$ cat src/dkwd_pkg.sv
// Purpose: constants and carriers for the double key watchdog block
// Assumes: 8-bit processor I/O space, one system clock
// Notes:   period codes select 2^16..2^22 clock cycles
package dkwd_pkg;
  localparam logic [7:0] DKWD_MASTER_ADDR  = 8'hF0;
  localparam logic [7:0] DKWD_COMMAND_ADDR = 8'hF1;
  localparam logic [7:0] DKWD_KEY_DISABLE  = 8'hB1;
  localparam logic [7:0] DKWD_KEY_CLEAR    = 8'h4E;
  localparam logic [7:0] DKWD_KEY_MODE     = 8'hDB;
  localparam int         DKWD_RUN_POS      = 7;
  localparam int         DKWD_PERIOD_POS   = 5;
  localparam int         DKWD_MODE_POS     = 3;
  localparam logic [2:0] DKWD_FIXED_LOW    = 3'h3;
  localparam logic       DKWD_RUN_RST      = 1'b1;
  localparam logic [1:0] DKWD_PERIOD_RST   = 2'h3;
  localparam logic [1:0] DKWD_MODE_RST     = 2'h3;
  localparam int         DKWD_EXP_BASE     = 16;
  localparam int         DKWD_EXP_STEP     = 2;
  localparam int         DKWD_CNT_W        = 23;

  typedef enum logic [1:0] {
    DKWD_IDLE1 = 2'h0,
    DKWD_IDLE2 = 2'h1,
    DKWD_STOP  = 2'h2,
    DKWD_RUN   = 2'h3
  } dkwd_mode_e;

  typedef struct packed {
    logic       run;
    logic [1:0] period;
    dkwd_mode_e mode;
  } dkwd_ctrl_s;

  typedef struct packed {
    logic       wr;
    logic       rd;
    logic [7:0] addr;
    logic [7:0] wdata;
  } dkwd_io_s;
endpackage

$ cat src/dkwd_counter.sv
// Purpose: watchdog count with selectable power-of-two terminal
// Assumes: clear and hold come from the register logic on the same clock
// Notes:   a one-cycle pulse marks each expiry, then the count restarts
`timescale 1ns/1ns
module dkwd_counter #(
  parameter int CNT_W = dkwd_pkg::DKWD_CNT_W
) (
  input  wire logic       ref_clk,
  input  wire logic       reset,
  input  wire logic       hold,
  input  wire logic       clear,
  input  wire logic [1:0] period,
  output logic            expire
);
  import dkwd_pkg::*;

  logic [CNT_W-1:0] count_reg;
  logic [CNT_W-1:0] count_next;
  logic             expire_reg;
  logic             expire_next;
  logic [CNT_W-1:0] last;

  // terminal value is 2^(16+2*code)-1
  always_comb begin
    last = (CNT_W'(1) << (DKWD_EXP_BASE + DKWD_EXP_STEP * int'(period))) - CNT_W'(1);
  end

  always_comb begin
    count_next  = count_reg + CNT_W'(1);
    expire_next = 1'b0;
    if (hold || clear) begin
      count_next = '0;
    end else if (count_reg == last) begin
      count_next  = '0;
      expire_next = 1'b1;
    end
  end

  always_ff @(posedge ref_clk) begin
    if (reset) begin
      count_reg  <= '0;
      expire_reg <= 1'b0;
    end else begin
      count_reg  <= count_next;
      expire_reg <= expire_next;
    end
  end

  assign expire = expire_reg;
endmodule

$ cat src/dkwd_top.sv
// Purpose: double key watchdog and power-down mode control registers
// Assumes: processor I/O cycles arrive as one-cycle read/write strobes on ref_clk
// Notes:   timeout_pulse_out is a one-cycle high pulse per expiry
//          a stored run bit of zero does not stop the count by itself
//          the unlock stays open across unknown command codes
`timescale 1ns/1ns

module dkwd_top #(
  parameter int CNT_W = dkwd_pkg::DKWD_CNT_W
) (
  input  wire logic              ref_clk,
  input  wire logic              reset,
  input  wire dkwd_pkg::dkwd_io_s io,
  output logic [7:0]             rdata,
  output logic                   rdata_valid,
  output dkwd_pkg::dkwd_mode_e   power_down_select,
  output logic                   watchdog_active,
  output logic                   timeout_pulse_out
);
  import dkwd_pkg::*;

  // unlock window for the power-down mode field
  typedef enum logic {
    DKWD_KEY_LOCKED = 1'b0,
    DKWD_KEY_OPEN   = 1'b1
  } dkwd_key_e;

  dkwd_ctrl_s ctrl_reg;
  dkwd_ctrl_s ctrl_next;
  logic       active_reg;
  logic       active_next;
  dkwd_key_e  key_reg;
  dkwd_key_e  key_next;
  logic       clear_reg;
  logic       clear_next;
  logic [7:0] rdata_reg;
  logic [7:0] rdata_next;
  logic       rvalid_reg;
  logic       rvalid_next;
  logic       wr_master;
  logic       wr_command;
  logic       key_disable;
  logic       key_clear;
  logic       key_mode;
  logic       enable_edge;
  logic       period_change;
  logic       expire;

  function automatic logic hit(input logic [7:0] addr, input logic [7:0] target);
    hit = (addr == target);
  endfunction

  // low three bits are not stored, they always read back fixed
  function automatic logic [7:0] master_image(input dkwd_ctrl_s ctrl);
    master_image = {ctrl.run, ctrl.period, ctrl.mode, DKWD_FIXED_LOW};
  endfunction

  // bus decode; a read and a write both take effect when both are high
  assign wr_master     = io.wr && hit(io.addr, DKWD_MASTER_ADDR);
  assign wr_command    = io.wr && hit(io.addr, DKWD_COMMAND_ADDR);
  assign key_disable   = wr_command && hit(io.wdata, DKWD_KEY_DISABLE);
  assign key_clear     = wr_command && hit(io.wdata, DKWD_KEY_CLEAR);
  assign key_mode      = wr_command && hit(io.wdata, DKWD_KEY_MODE);
  assign enable_edge   = wr_master && io.wdata[DKWD_RUN_POS] && !active_reg;
  assign period_change = wr_master && (io.wdata[DKWD_PERIOD_POS +: 2] != ctrl_reg.period);

  // master register fields
  always_comb begin
    ctrl_next = ctrl_reg;
    if (wr_master) begin
      ctrl_next.run    = io.wdata[DKWD_RUN_POS];
      ctrl_next.period = io.wdata[DKWD_PERIOD_POS +: 2];
      // mode field only moves while the unlock is open
      if (key_reg == DKWD_KEY_OPEN) begin
        ctrl_next.mode = dkwd_mode_e'(io.wdata[DKWD_MODE_POS +: 2]);
      end
    end
  end

  always_ff @(posedge ref_clk) begin
    // reset also pulls the mode field back to run
    if (reset) begin
      ctrl_reg.run    <= DKWD_RUN_RST;
      ctrl_reg.period <= DKWD_PERIOD_RST;
      ctrl_reg.mode   <= dkwd_mode_e'(DKWD_MODE_RST);
    end else begin
      ctrl_reg <= ctrl_next;
    end
  end

  // running state: the stored run bit alone never stops the count
  always_comb begin
    active_next = active_reg;
    // re-enable needs no key; only stopping is guarded
    if (wr_master && io.wdata[DKWD_RUN_POS]) begin
      active_next = 1'b1;
    end else if (key_disable && !ctrl_reg.run) begin
      active_next = 1'b0;
    end
  end

  always_ff @(posedge ref_clk) begin
    if (reset) begin
      active_reg <= DKWD_RUN_RST;
    end else begin
      active_reg <= active_next;
    end
  end

  // unlock: opened by the mode key, shut by the next master write
  // or by any other defined key, so neither may come between the key and the write
  always_comb begin
    key_next = key_reg;
    unique case (key_reg)
      DKWD_KEY_LOCKED: begin
        if (key_mode) begin
          key_next = DKWD_KEY_OPEN;
        end
      end
      DKWD_KEY_OPEN: begin
        if (wr_master || key_disable || key_clear) begin
          key_next = DKWD_KEY_LOCKED;
        end
      end
    endcase
  end

  always_ff @(posedge ref_clk) begin
    if (reset) begin
      key_reg <= DKWD_KEY_LOCKED;
    end else begin
      key_reg <= key_next;
    end
  end

  // restart is registered so the counter sees settled fields
  always_comb begin
    clear_next = 1'b0;
    if (key_clear) begin
      clear_next = 1'b1;
    end else if (enable_edge || period_change) begin
      clear_next = 1'b1;
    end
  end

  always_ff @(posedge ref_clk) begin
    if (reset) begin
      clear_reg <= 1'b0;
    end else begin
      clear_reg <= clear_next;
    end
  end

  // read answer strobe, one cycle after the request
  always_comb begin
    rvalid_next = io.rd;
  end

  always_ff @(posedge ref_clk) begin
    if (reset) begin
      rvalid_reg <= 1'b0;
    end else begin
      rvalid_reg <= rvalid_next;
    end
  end

  // read data: command address answers zero, it holds nothing readable
  always_comb begin
    rdata_next = rdata_reg;
    if (io.rd) begin
      rdata_next = 8'h00;
      if (hit(io.addr, DKWD_MASTER_ADDR)) begin
        rdata_next = master_image(ctrl_reg);
      end
    end
  end

  always_ff @(posedge ref_clk) begin
    if (reset) begin
      rdata_reg <= 8'h00;
    end else begin
      rdata_reg <= rdata_next;
    end
  end

  // count held at zero while stopped, so a re-enable starts a full period
  dkwd_counter #(
    .CNT_W (CNT_W)
  ) u_counter (
    .ref_clk (ref_clk),
    .reset   (reset),
    .hold    (!active_reg),
    .clear   (clear_reg),
    .period  (ctrl_reg.period),
    .expire  (expire)
  );

  assign timeout_pulse_out = expire;
  assign rdata             = rdata_reg;
  assign rdata_valid       = rvalid_reg;
  assign power_down_select = ctrl_reg.mode;
  assign watchdog_active   = active_reg;
endmodule

$ cat config.mk
export PLATFORM = sky130hd
export DESIGN_NAME = dkwd_top
export DESIGN_NICKNAME = d
export VERILOG_FILES = /design/src/dkwd_pkg.sv /design/src/dkwd_counter.sv /design/src/dkwd_top.sv
export SDC_FILE = /design/constraint.sdc
export NUM_CORES = 1
export LEC_CHECK = 0
export BUFFER_PORTS_ARGS = -buffer_cell sky130_fd_sc_hd__buf_2
export CORE_MARGIN = 1
export CORE_UTILIZATION = 49
export CTS_CLUSTER_SIZE = 16
export DETAILED_ROUTE_END_ITERATION = 8
export PLACE_DENSITY_LB_ADDON = 0.05
export SLEW_MARGIN = 20
export SYNTH_ARGS = -nofsm -noshare
export SYNTH_HDL_FRONTEND = slang
export SYNTH_SLANG_ARGS = --single-unit
$ cat constraint.sdc
create_clock -name ref_clk -period 2.2 [get_ports ref_clk]
set_input_delay 0.11 -clock ref_clk [delete_from_list [all_inputs] [get_ports ref_clk]]
set_output_delay 0.11 -clock ref_clk [all_outputs]
set_load 0.05 [all_outputs]
# == Yosys cells after proc, flatten, opt, wreduce, memory -nomap -nowiden ==
# Index checks and enable logic that the tools add are counted.
# totals
out_inout_bits,13
memories,0
latch_bits,0
wordCells,48
ramBits,0
in_bits,20
register_bits,41
rom_bits,0
# classes
n_shift,1
addsub,3
bitwise,1
n_lt_le_gt_ge,0
n_mul,0
muxes,7
n_div,0
eq_ne,7
n_reduce_logical,19
# op_table
operator,count
$eq 8x8->1 const B,4
$shl 1x32->23 const A,1
$add 23x1->23 const B,1
$eq 23x23->1,1
$sub 23x2->23 const B,1
$logic_and 1x1->1,9
$eq 8x7->1 const B,1
$mux 8,1
$add 5x3->6 const A,1
$mux 1,5
$logic_or 1x1->1,4
$reduce_or 2->1,2
$reduce_or 3->1,1
$logic_not 1->1,2
$ne 2x2->1,1
$pmux 1 s2,1
$reduce_and 2->1,1
$not 1->1,1

# == Depth between registers and ports, before layout ==
# Gate-level depths: netlist of the first run.
# logic_depth
depth_word,7
mapped_depth,7
mapped_depth_nobuf,5

# == By module ==
# From an unflattened synthesis of the first run, not the netlist that was laid out.
# unflattened
hier_cells,198
hier_area_um2,1830.5
# modules_own_cells
module,area_each_um2,seq_area_each_um2,cells_per_inst,n_inst
dkwd_counter,1131.1,480.5,124,1
dkwd_top,699.4,300.3,74,1

# == Worst setup path after synthesis of the first run ==
# OpenSTA, ideal clock, no wires.
# synth_timing
path_type,register -> register
startpoint,register u_counter.count_reg[0]
endpoint,register u_counter.count_reg[10]
path_slack_ns,0.350
setup_ns,0.132
n_path_buf,2
synth_period_minus_slack_ns,1.850
arrival_time_ns,1.718
stages_incl_launch_ff,8
t_required_ns,2.068
cell_sequence,dfxtp_1 > ha_1 > and3_1 > clkbuf_1 > nand3_1 > nor4_4 > buf_6 > nor3_1
# synth_between
elab_chain_cells,2
elab_cells_between_ends,3
cone_classes,add/sub: 1; eq/ne: 1; reduce/logical: 1
# synth_rtl
item,line_no,text
from (decl),dkwd_counter.sv:17,logic [CNT_W-1:0] count_reg;
from (signal assigned),dkwd_counter.sv:44,count_reg <= count_next;
branches (longest 2 deep; another with $add 23x1->23),--,
# Several ways; the timed one is not identified.
# A chain may end at the register's enable or synchronous reset.

# == Worst setup path in the final report of the first run ==
# layout_timing
startpoint,register u_counter.count_reg[0]
endpoint,register u_counter.count_reg[11]
# Same word-level chain as after synthesis.

==> metrics.txt, run 1 <==
run status complete, no violations; HP Start io[5]; Final Cycle Share 0.856; worst-path cell chain ha_1 > and3_1 > nand3_1 > nor4_4 > buf_4 > nor3_1; required time of the critical path 2340 ps; Pleak 0.777 nW; Die W 63.5 um; syn avg cell area 8.95 um^2; sequential fraction of the synthesis area 0.421; fin area 0.00209 mm^2; Clock Pin Slew Worst Setup and Hold Paths 70 ps; Startpoint Class flop; Synth-to-Final Area Change 13.0%; max FFs per register 23; H-tree Lvls 2; Max-cap violations 0; Min-Delay Path Depth 2; CTS max path bufs 2; ranking of synthesized cells by area dfxtp_1, xor2_1, nor3_1; slowest library cell on the worst path dfxtp_1; Crit. End Element flop; DRT Wirelength 4000 um; setup total negative slack 0 ps; Post-Synth Simple-Gate Area 0.289; cell taking the most area after synthesis dfxtp_1; DP HPWL 2850 um; mux contribution to synthesized area 0; Max VDD drop 462 uV; # DRC 0; num ports 33; GP Congestion 0.880; ANT nets after route 0; Reg2Reg Launch Point u_counter.count_reg[0]; largest family of logic cells by synthesized area simple AND/OR/NAND/NOR gates; Synth Net Count 228; Die Ht 63.5 um; r2r endpoint u_counter.count_reg[11]; Port Buf Inserts 31; sinks on the clock net 39; Warnings, synthesis 0; largest net degree at the start of global routing 25; via count 1676; Clock Skews 4.50 ps; Worst Reg-to-Reg Cells 6; Final Hold Fails 0; clk root buf clkbuf_8; Fillers 312; CP Class flop to flop; Min-Delay Endpoint ctrl_reg[2]; post-CTS setup buffers 0; Max transition margin 0.469; WP data arrival 2030 ps; clk_lat worst skew 290 ps; worst hold path type input pin to flop; die area 0.00403 mm^2; Total Routing Usage GR 0.220; Seq cells post-synth 39; RSZ-0062 raised after global routing false; pwr dens 595 mW/mm^2; pins over their slew limit 0; post-synth top area share 0.421; mapped cell area 0.00185 mm^2; placed inst area 0.00201 mm^2; TritonRoute pass-1 iters 4; library cells used by synthesis 41; CTS Buf Count 5; placed insts 275; Util after Layout 0.604; PostCTS Resize Cnt 0; vias in the first global route 1569; CTS Hold Bufs 0; xor/xnor share of the synthesized area 0.0709; nets 257; FMAX 0.531 GHz; Final min period 1880 ps; antenna cells 0; adder-cell share of the synthesized area 0.00675; R2R Setup Slk 320 ps; Mapped Cells 207; setup violators final 0; WP buf/inv 1; first-pass GRT wire length 6910 um; initial DRC count 156; TritonCTS clock tree yes; Non-Filler Instances 283; Crit path max-delay family simple AND/OR/NAND/NOR gates; Slew @ Worst Pin 795 ps; cell row count 21; total grt overflow 0; layout cells sized above 1 0.181; slowest cell delay on critical path 370 ps; Initial Util 0.534; antenna violations before repair 0; WL/cell 14.1 um; complex-gate fraction of the synthesized area 0.161; Core ar. 0.00347 mm^2; worst-path fanout max 18; Vias per Instance 5.92
-- synthesized netlist by cell type (all sizes together) --
master / instances
a211o: 3
dfxtp: 39
o21bai: 1
nand4: 9
xor2: 9
nand2: 10
and3: 4
and4: 4
o21ai: 6
a21boi: 2
a22oi: 6
inv: 4
buf: 6
o41ai: 3
clkbuf: 6
or2: 2
or3: 5
nor4: 4
nor2: 16
nor3: 15
ha: 1
a211oi: 4
o31ai: 2
a221o: 1
a32oi: 1
nor3b: 1
nand2b: 4
and4b: 1
and2: 2
nand4bb: 1
a21oi: 6
nand4b: 1
nand3: 9
xnor2: 6
o2111ai: 4
nor2b: 4
nor4b: 2
conb: 1
a311o: 2
-- layout by cell type (no fill, tap or decap), types with 5 or more instances in the layout --
cell      instances
clkbuf_8          5
buf_2            31
xnor2_1           6
nand2_1          10
xor2_1            9
dfxtp_1          39
a22oi_1           6
o21ai_0           6
nand3_1           9
nand4_1           9
nor2_1           16
nor3_1           15
or3_1             5
a21oi_1           6
-- how the worst max path moves through the flow --
stage / cells past startpoint / endpoint / slack, ps / from
after floorplan: 7 / u_counter.count_reg[10] / 350 / u_counter.count_reg[0]
after global placement: 5 / u_counter.count_reg[9] / 370 / ctrl_reg[2]
after detailed placement: 5 / u_counter.count_reg[11] / 340 / ctrl_reg[2]
after CTS: 6 / u_counter.expire / 320 / u_counter.count_reg[0]
after global routing: 6 / u_counter.expire / 110 / u_counter.count_reg[0]
final: 6 / u_counter.count_reg[11] / 320 / u_counter.count_reg[0]
-- logic make-up (layout without fill, tap and decap cells) --
logic type               Yosys count  in the layout
buffers and inverters             16             46
flip-flops                        39             39
AO/OA/AOI/OAI                     41             41
other                              1              1
AND/OR/NAND/NOR                   94             94
adder cells (fa/ha/maj)            1              1
XOR/XNOR                          15             15
-- power breakdown --
part	switching [W]	internal (W)	leakage (nW)
clock network	0.000242	0.000222	0.0422
logic	0.0000400	0.0000263	0.420
registers	0.00000487	0.000712	0.315
-- layer usage --
layer  global-route usage  wire length [um]  vias up
li1                     -                 -      830
met1                0.264              1730      769
met2                0.362              1870       67
met3               0.0525               302       10
met4                0.114                89        0
met5                    0                 0        -
-- stage by stage --
stage / setup slack, ps / hold WS, ps / power (W)
finish: 317 / 84.7 / 0.00125
global route: 113 / 79.7 / 0.00131
CTS: 315 / 79.6 / 0.00126
detailed placement: 343 / 380 / 0.000799
global placement: 374 / 375 / 0.000797
floorplan: 350 / 207 / 0.000770
-- cell type report --
type                            instances  area (um^2)  area share
Timing Repair Buffer                   34          178      0.0848
Inverter                                4         15.0     0.00717
Multi-Input combinational cell        152          982       0.469
Sequential cell                        39          781       0.373
Clock buffer                            7         76.3      0.0364
Tap cell                               46         57.6      0.0275
Clock inverter                          1         5.00     0.00239
No activity file was read; power rests on OpenSTA's default activity.
==> run 2, diff against run 1 <==
- PLACE_DENSITY_LB_ADDON: 0.05 -> 0.08
==> metrics.txt, run 2 (synthesized netlist as in run 1, its figures left out) <==
via count 1687 (+0.66%); Pleak 0.793 nW (+2.0%); nets 257 (unchanged); Crit. End Element flop; CTS max path bufs 2 (unchanged); Power, Total 0.00138 W (+11%); Slew @ Worst Pin 789 ps (-6.31 ps); PostCTS Resize Cnt 0 (unchanged); worst hold path type input pin to flop; NetSw 0.000304 W (+6.1%); grt met1 use 0.248 (-0.0159); Final Hold Fails 0 (unchanged); Vias per Instance 5.96 (+0.66%); Clock Skews 11.3 ps (+6.84 ps); DRT Wirelength 4160 um (+4.1%); TritonRoute pass-1 iters 4 (unchanged); pwr dens 649 mW/mm^2 (+9.0%); initial DRC count 161 (+3.2%); TritonCTS clock tree yes; commonest cells after routing, fill and taps aside dfxtp_1, buf_2, nor2_1, nor3_1, nand2_1; max FFs per register 23 (unchanged); antenna cells 0 (unchanged); DP HPWL 2900 um (+1.5%); # DRC 0 (unchanged); Power Internal 0.00108 W (+12%); Final min period 1930 ps (+42.9 ps); pins over their slew limit 0 (unchanged); WP data arrival 2120 ps (+90 ps); Max transition margin 0.473 (+0.00422); Initial Util 0.534 (unchanged); required time of the critical path 2400 ps (+60 ps); GP Congestion 0.825 (-6.3%); ANT nets after route 0 (unchanged); Port Buf Inserts 31 (unchanged); Core ar. 0.00347 mm^2 (unchanged); layout cells sized above 1 0.190 (+0.00844); H-tree Lvls 2 (unchanged); CTS Buf Count 5 (unchanged); FMAX 0.519 GHz (-2.2%); Die W 63.5 um (unchanged); die area 0.00403 mm^2 (unchanged); Clock Pin Slew Worst Setup and Hold Paths 80 ps (about the same); post-CTS setup buffers 0 (unchanged); vias in the first global route 1602 (+2.1%); Final Cycle Share 0.875 (+0.0195); largest net degree at the start of global routing 25 (unchanged); Sw Ratio 0.220 (-0.00943); Seq pwr share 0.520 (-0.055); combinational power share 0.048 (-0.005); num ports 33 (unchanged); sinks on the clock net 39 (unchanged); leading cell type in the layout, fill and taps excluded dfxtp_1; met2 GRT Util 0.380 (+0.0186); antenna violations before repair 0 (unchanged); clk_lat worst skew 300 ps (about the same); setup violators final 0 (unchanged); Clock power frac 0.432 (+0.060); met3 usage 0.0634 (+0.0109); Max-cap violations 0 (unchanged); worst-path fanout max 9 (-9); first-pass GRT wire length 6970 um (+0.91%); WL/cell 14.7 um (+4.1%); GRT busiest layer met2; Total Routing Usage GR 0.221 (+0.00106); RSZ-0062 raised after global routing false; CTS Hold Bufs 0 (unchanged); Synth-to-Final Area Change 14.7%; run status complete, no violations; total grt overflow 0 (unchanged); setup total negative slack 0 ps (unchanged); clk root buf clkbuf_8; cell row count 21 (unchanged); CP Class flop to flop; Max VDD drop 494 uV (+7.1%); Die Ht 63.5 um (unchanged); Startpoint Class flop
==> run 2: changes by cell type in the layout (fill, tap and decap cells not counted), sizes merged <==
cell	previous run	this run
bufinv	0	1
clkinv	1	2
clkbuf	7	5
==> run 2: worst paths after layout <==
kind,depth (start not counted),slack [ps],from,end
hold / removal,2,80,io[5],ctrl_reg[2]
setup reg to reg,4,270,u_counter.count_reg[4],u_counter.count_reg[21]
setup / recovery,4,270,u_counter.count_reg[4],u_counter.count_reg[21]
hold reg to reg,1,490,u_counter.count_reg[0],u_counter.count_reg[0]
==> run 2: power groups by stage <==
| stage | Combinational, W | Sequential (W) | Clock, W |
|---|---|---|---|
| 2_1_floorplan | 0.0000344 | 0.000736 | 0 |
| 3_3_place_gp | 0.0000641 | 0.000733 | 0 |
| 3_5_place_dp | 0.0000665 | 0.000733 | 0 |
| 4_1_cts | 0.0000666 | 0.000716 | 0.000613 |
| 5_1_grt | 0.0000740 | 0.000717 | 0.000643 |
| 6_report | 0.0000666 | 0.000717 | 0.000596 |
==> run 2: critical path, cell delays in order, from the launching register on <==
cell and delay [ps]:
dfxtp_1 440, and4_1 320, nand4_1 350, or3_1 460, a211oi_1 240
==> run 2: through the flow <==
stage	utilization	hold WS (ps)	area, um^2	cells	worst slack, ps
floorplan	-	207	1850	207	350
global placement	0.580	376	2010	275	371
detailed placement	0.580	378	2010	275	315
CTS	0.613	61.5	2130	283	288
global route	0.613	68.6	2130	283	123
finish	0.613	75.1	2130	283	274
==> run 2: layer usage <==
metal / routed length [um] / share of wire / vias up
met5: 0 / 0 / -
met4: 114 / 0.027 / 0
met3: 275 / 0.066 / 13
met2: 1990 / 0.48 / 76
met1: 1770 / 0.43 / 768
li1: - / - / 830
==> run 2: layout make-up <==
class | count | area (um^2)
Timing Repair Buffer | 34 | 178
Sequential cell | 39 | 781
Inverter | 4 | 15.0
Tap cell | 46 | 57.6
Fill cell | 323 | 1340
Clock inverter | 3 | 43.8
Multi-Input combinational cell | 152 | 982
Clock buffer | 5 | 68.8
==> run 3, diff against run 2 <==
- ABC_AREA: not set -> 1
==> metrics.txt, run 3 <==
run status complete, no violations; cell taking the most area after synthesis dfxtp_1; required time of the critical path 2380 ps (-20 ps); Fillers 396 (+23%); sinks on the clock net 39 (unchanged); CP Class flop to flop; sequential standard cell area 781 um^2 (unchanged); syn avg cell area 7.25 um^2 (-19%); Die W 66.7 um (+5.1%); H-tree Lvls 2 (unchanged); placed insts 358 (+30%); total grt overflow 0 (unchanged); antenna cells 0 (unchanged); layout cells sized above 1 0.256 (+0.0665); Crit. End Element flop; # DRC 0 (unchanged); FMAX 0.557 GHz (+7.4%); commonest cells after routing, fill and taps aside nand2_1, dfxtp_1, buf_2, nor2_1, nor2_2; HP Start io[4]; Util after Layout 0.586 (-0.0267); Initial Util 0.513 (-0.0213); pins over their slew limit 0 (unchanged); DP HPWL 3020 um (+4.4%); Port Buf Inserts 31 (unchanged); Synth Net Count 304 (+33%); worst hold path type input pin to flop; TritonRoute pass-1 iters 4 (unchanged); Post-synth top cells nand2_1, dfxtp_1, nor2_1; TritonCTS clock tree yes; Mapped Cells 283 (+37%); post-synth top area share 0.380 (-0.0408); Power, Total 0.00140 W (+1.4%); Clock Pin Slew Worst Setup and Hold Paths 90 ps (about the same); CTS Hold Bufs 0 (unchanged); leading cell type in the layout, fill and taps excluded nand2_1; top-count cell post-synth nand2_1; ys flop type dfxtp_1; Post-synth EDFFs 0 (unchanged); pwr dens 597 mW/mm^2 (-8.1%); Non-Filler Instances 366 (+29%); Max-cap violations 0 (unchanged); via count 1745 (+3.4%); die area 0.00445 mm^2 (+10%); Min-Delay Endpoint power_down_select[1]; mapped cell area 0.00205 mm^2 (+11%); DRT Wirelength 3880 um (-6.8%); post-CTS setup buffers 0 (unchanged); Final Cycle Share 0.815 (-0.0600); Max VDD drop 357 uV (-28%); nets 336 (+31%); CTS Buf Count 5 (unchanged); r2r endpoint u_counter.count_reg[9]; Pleak 0.987 nW (+24%); vias in the first global route 1579 (-1.4%); Warnings, synthesis 0 (unchanged); Core ar. 0.00400 mm^2 (+15%); Seq cells post-synth 39 (unchanged); ANT nets after route 0 (unchanged); area of the multi-input gates 0.00110 mm^2 (+12%); setup violators final 0 (unchanged); largest net degree at the start of global routing 18 (-28%); ranking of synthesized cells by area dfxtp_1, nand2_1, nor2_2; PostCTS Resize Cnt 0 (unchanged); Clock Skews 11.0 ps (-0.302 ps); max FFs per register 23 (unchanged); Worst Reg-to-Reg Cells 9 (+5); worst-path fanout max 17 (+8); Final Hold Fails 0 (unchanged); num ports 33 (unchanged); first-pass GRT wire length 6540 um (-6.1%); setup total negative slack 0 ps (unchanged); Synth-to-Final Area Change 14.3%; GP Congestion 0.768 (-6.9%); initial DRC count 61 (-62%); clk_lat worst skew 290 ps (about the same); Total Routing Usage GR 0.195 (-0.0258); Final min period 1790 ps (-132 ps); cell row count 23 (+9.5%); CTS max path bufs 2 (unchanged); RSZ-0062 raised after global routing false; Setup WS pre-CTS 407 ps (+92.0 ps); worst setup margin 406 ps (+132 ps); R2R Setup Slk 410 ps (+130 ps); WP data arrival 1970 ps (-150 ps); async set-reset flop share out of synthesis 0 (unchanged); Vias per Instance 4.77 (-20%); Min-Delay Path Depth 3 (+1); clk root buf clkbuf_8; library cells used by synthesis 30 (-27%); WL/cell 10.6 um (-28%); Reg2Reg Launch Point u_counter.count_reg[0]; sequential fraction of the synthesis area 0.380 (-0.0408); Startpoint Class flop; Die Ht 66.7 um (+5.1%); antenna violations before repair 0 (unchanged)
run 3: cell types whose count changed in the layout (fill, tap and decap cells not counted), moves of 9 or more:
| cell | delta |
|---|---|
| nand2_1 | +64 |
| nor3_1 | -11 |
| nor2_2 | +26 |
| nand3_1 | +9 |
| nor2_1 | +14 |
| inv_1 | +21 |
run 3: per-stage QoR:
step | instance area (um^2) | hold slack (ps)
3_5_place_dp | 2230 | 386
2_1_floorplan | 2050 | 236
4_1_cts | 2340 | 75.0
6_report | 2340 | 77.4
3_3_place_gp | 2230 | 376
5_1_grt | 2340 | 75.9
run 3: where the power goes:
part / leakage, nW / internal [W] / switching [W]
clock network: 0.0581 / 0.000338 / 0.000262
logic: 0.613 / 0.0000304 / 0.0000534
registers: 0.315 / 0.000711 / 0.00000415
total: 0.987 / 0.00108 / 0.000319
run 3: worst max-delay path by stage:
stage	startpoint	end	slack (ps)
global route	u_counter.count_reg[0]	u_counter.count_reg[3]	260
finish	u_counter.count_reg[0]	u_counter.count_reg[9]	410
global placement	u_counter.count_reg[0]	u_counter.count_reg[3]	440
detailed placement	u_counter.count_reg[0]	u_counter.count_reg[9]	410
floorplan	u_counter.count_reg[0]	u_counter.count_reg[10]	630
CTS	u_counter.count_reg[0]	u_counter.count_reg[9]	380
run 3: logic make-up (layout without fill, tap and decap cells):
kind of cell | after synthesis | after routing | share of synthesized area
flip-flops | 39 | 39 | 0.380
AO/OA/AOI/OAI | 17 | 17 | 0.0518
XOR/XNOR | 14 | 14 | 0.0598
adder cells (fa/ha/maj) | 1 | 1 | 0.00610
buffers and inverters | 36 | 69 | 0.0823
AND/OR/NAND/NOR | 175 | 175 | 0.418
other | 1 | 1 | 0.00183
run 3: metal layers:
metal	vias up	part of all wire	global-route usage
li1	951	-	-
met2	30	0.47	0.340
met4	0	0.018	0.0665
met5	-	0	0
met1	757	0.47	0.228
met3	7	0.042	0.0531
run 3: layout make-up:
cell class,instances,share of cell area
Sequential cell,39,0.333
Inverter,29,0.0475
Multi-Input combinational cell,208,0.470
Timing Repair Buffer,32,0.0747
Clock buffer,5,0.0293
Clock inverter,3,0.0187
Tap cell,50,0.0267
run 3: worst max-delay path, cell delays in order, from the launching register on:
cell and delay (ps):
dfxtp_1 370, ha_1 270, inv_2 60, nor2_4 140
nand2_4 90, nor2_8 110, nand2_4 80, o21ai_4 300
buf_12 210, nor2_2 40
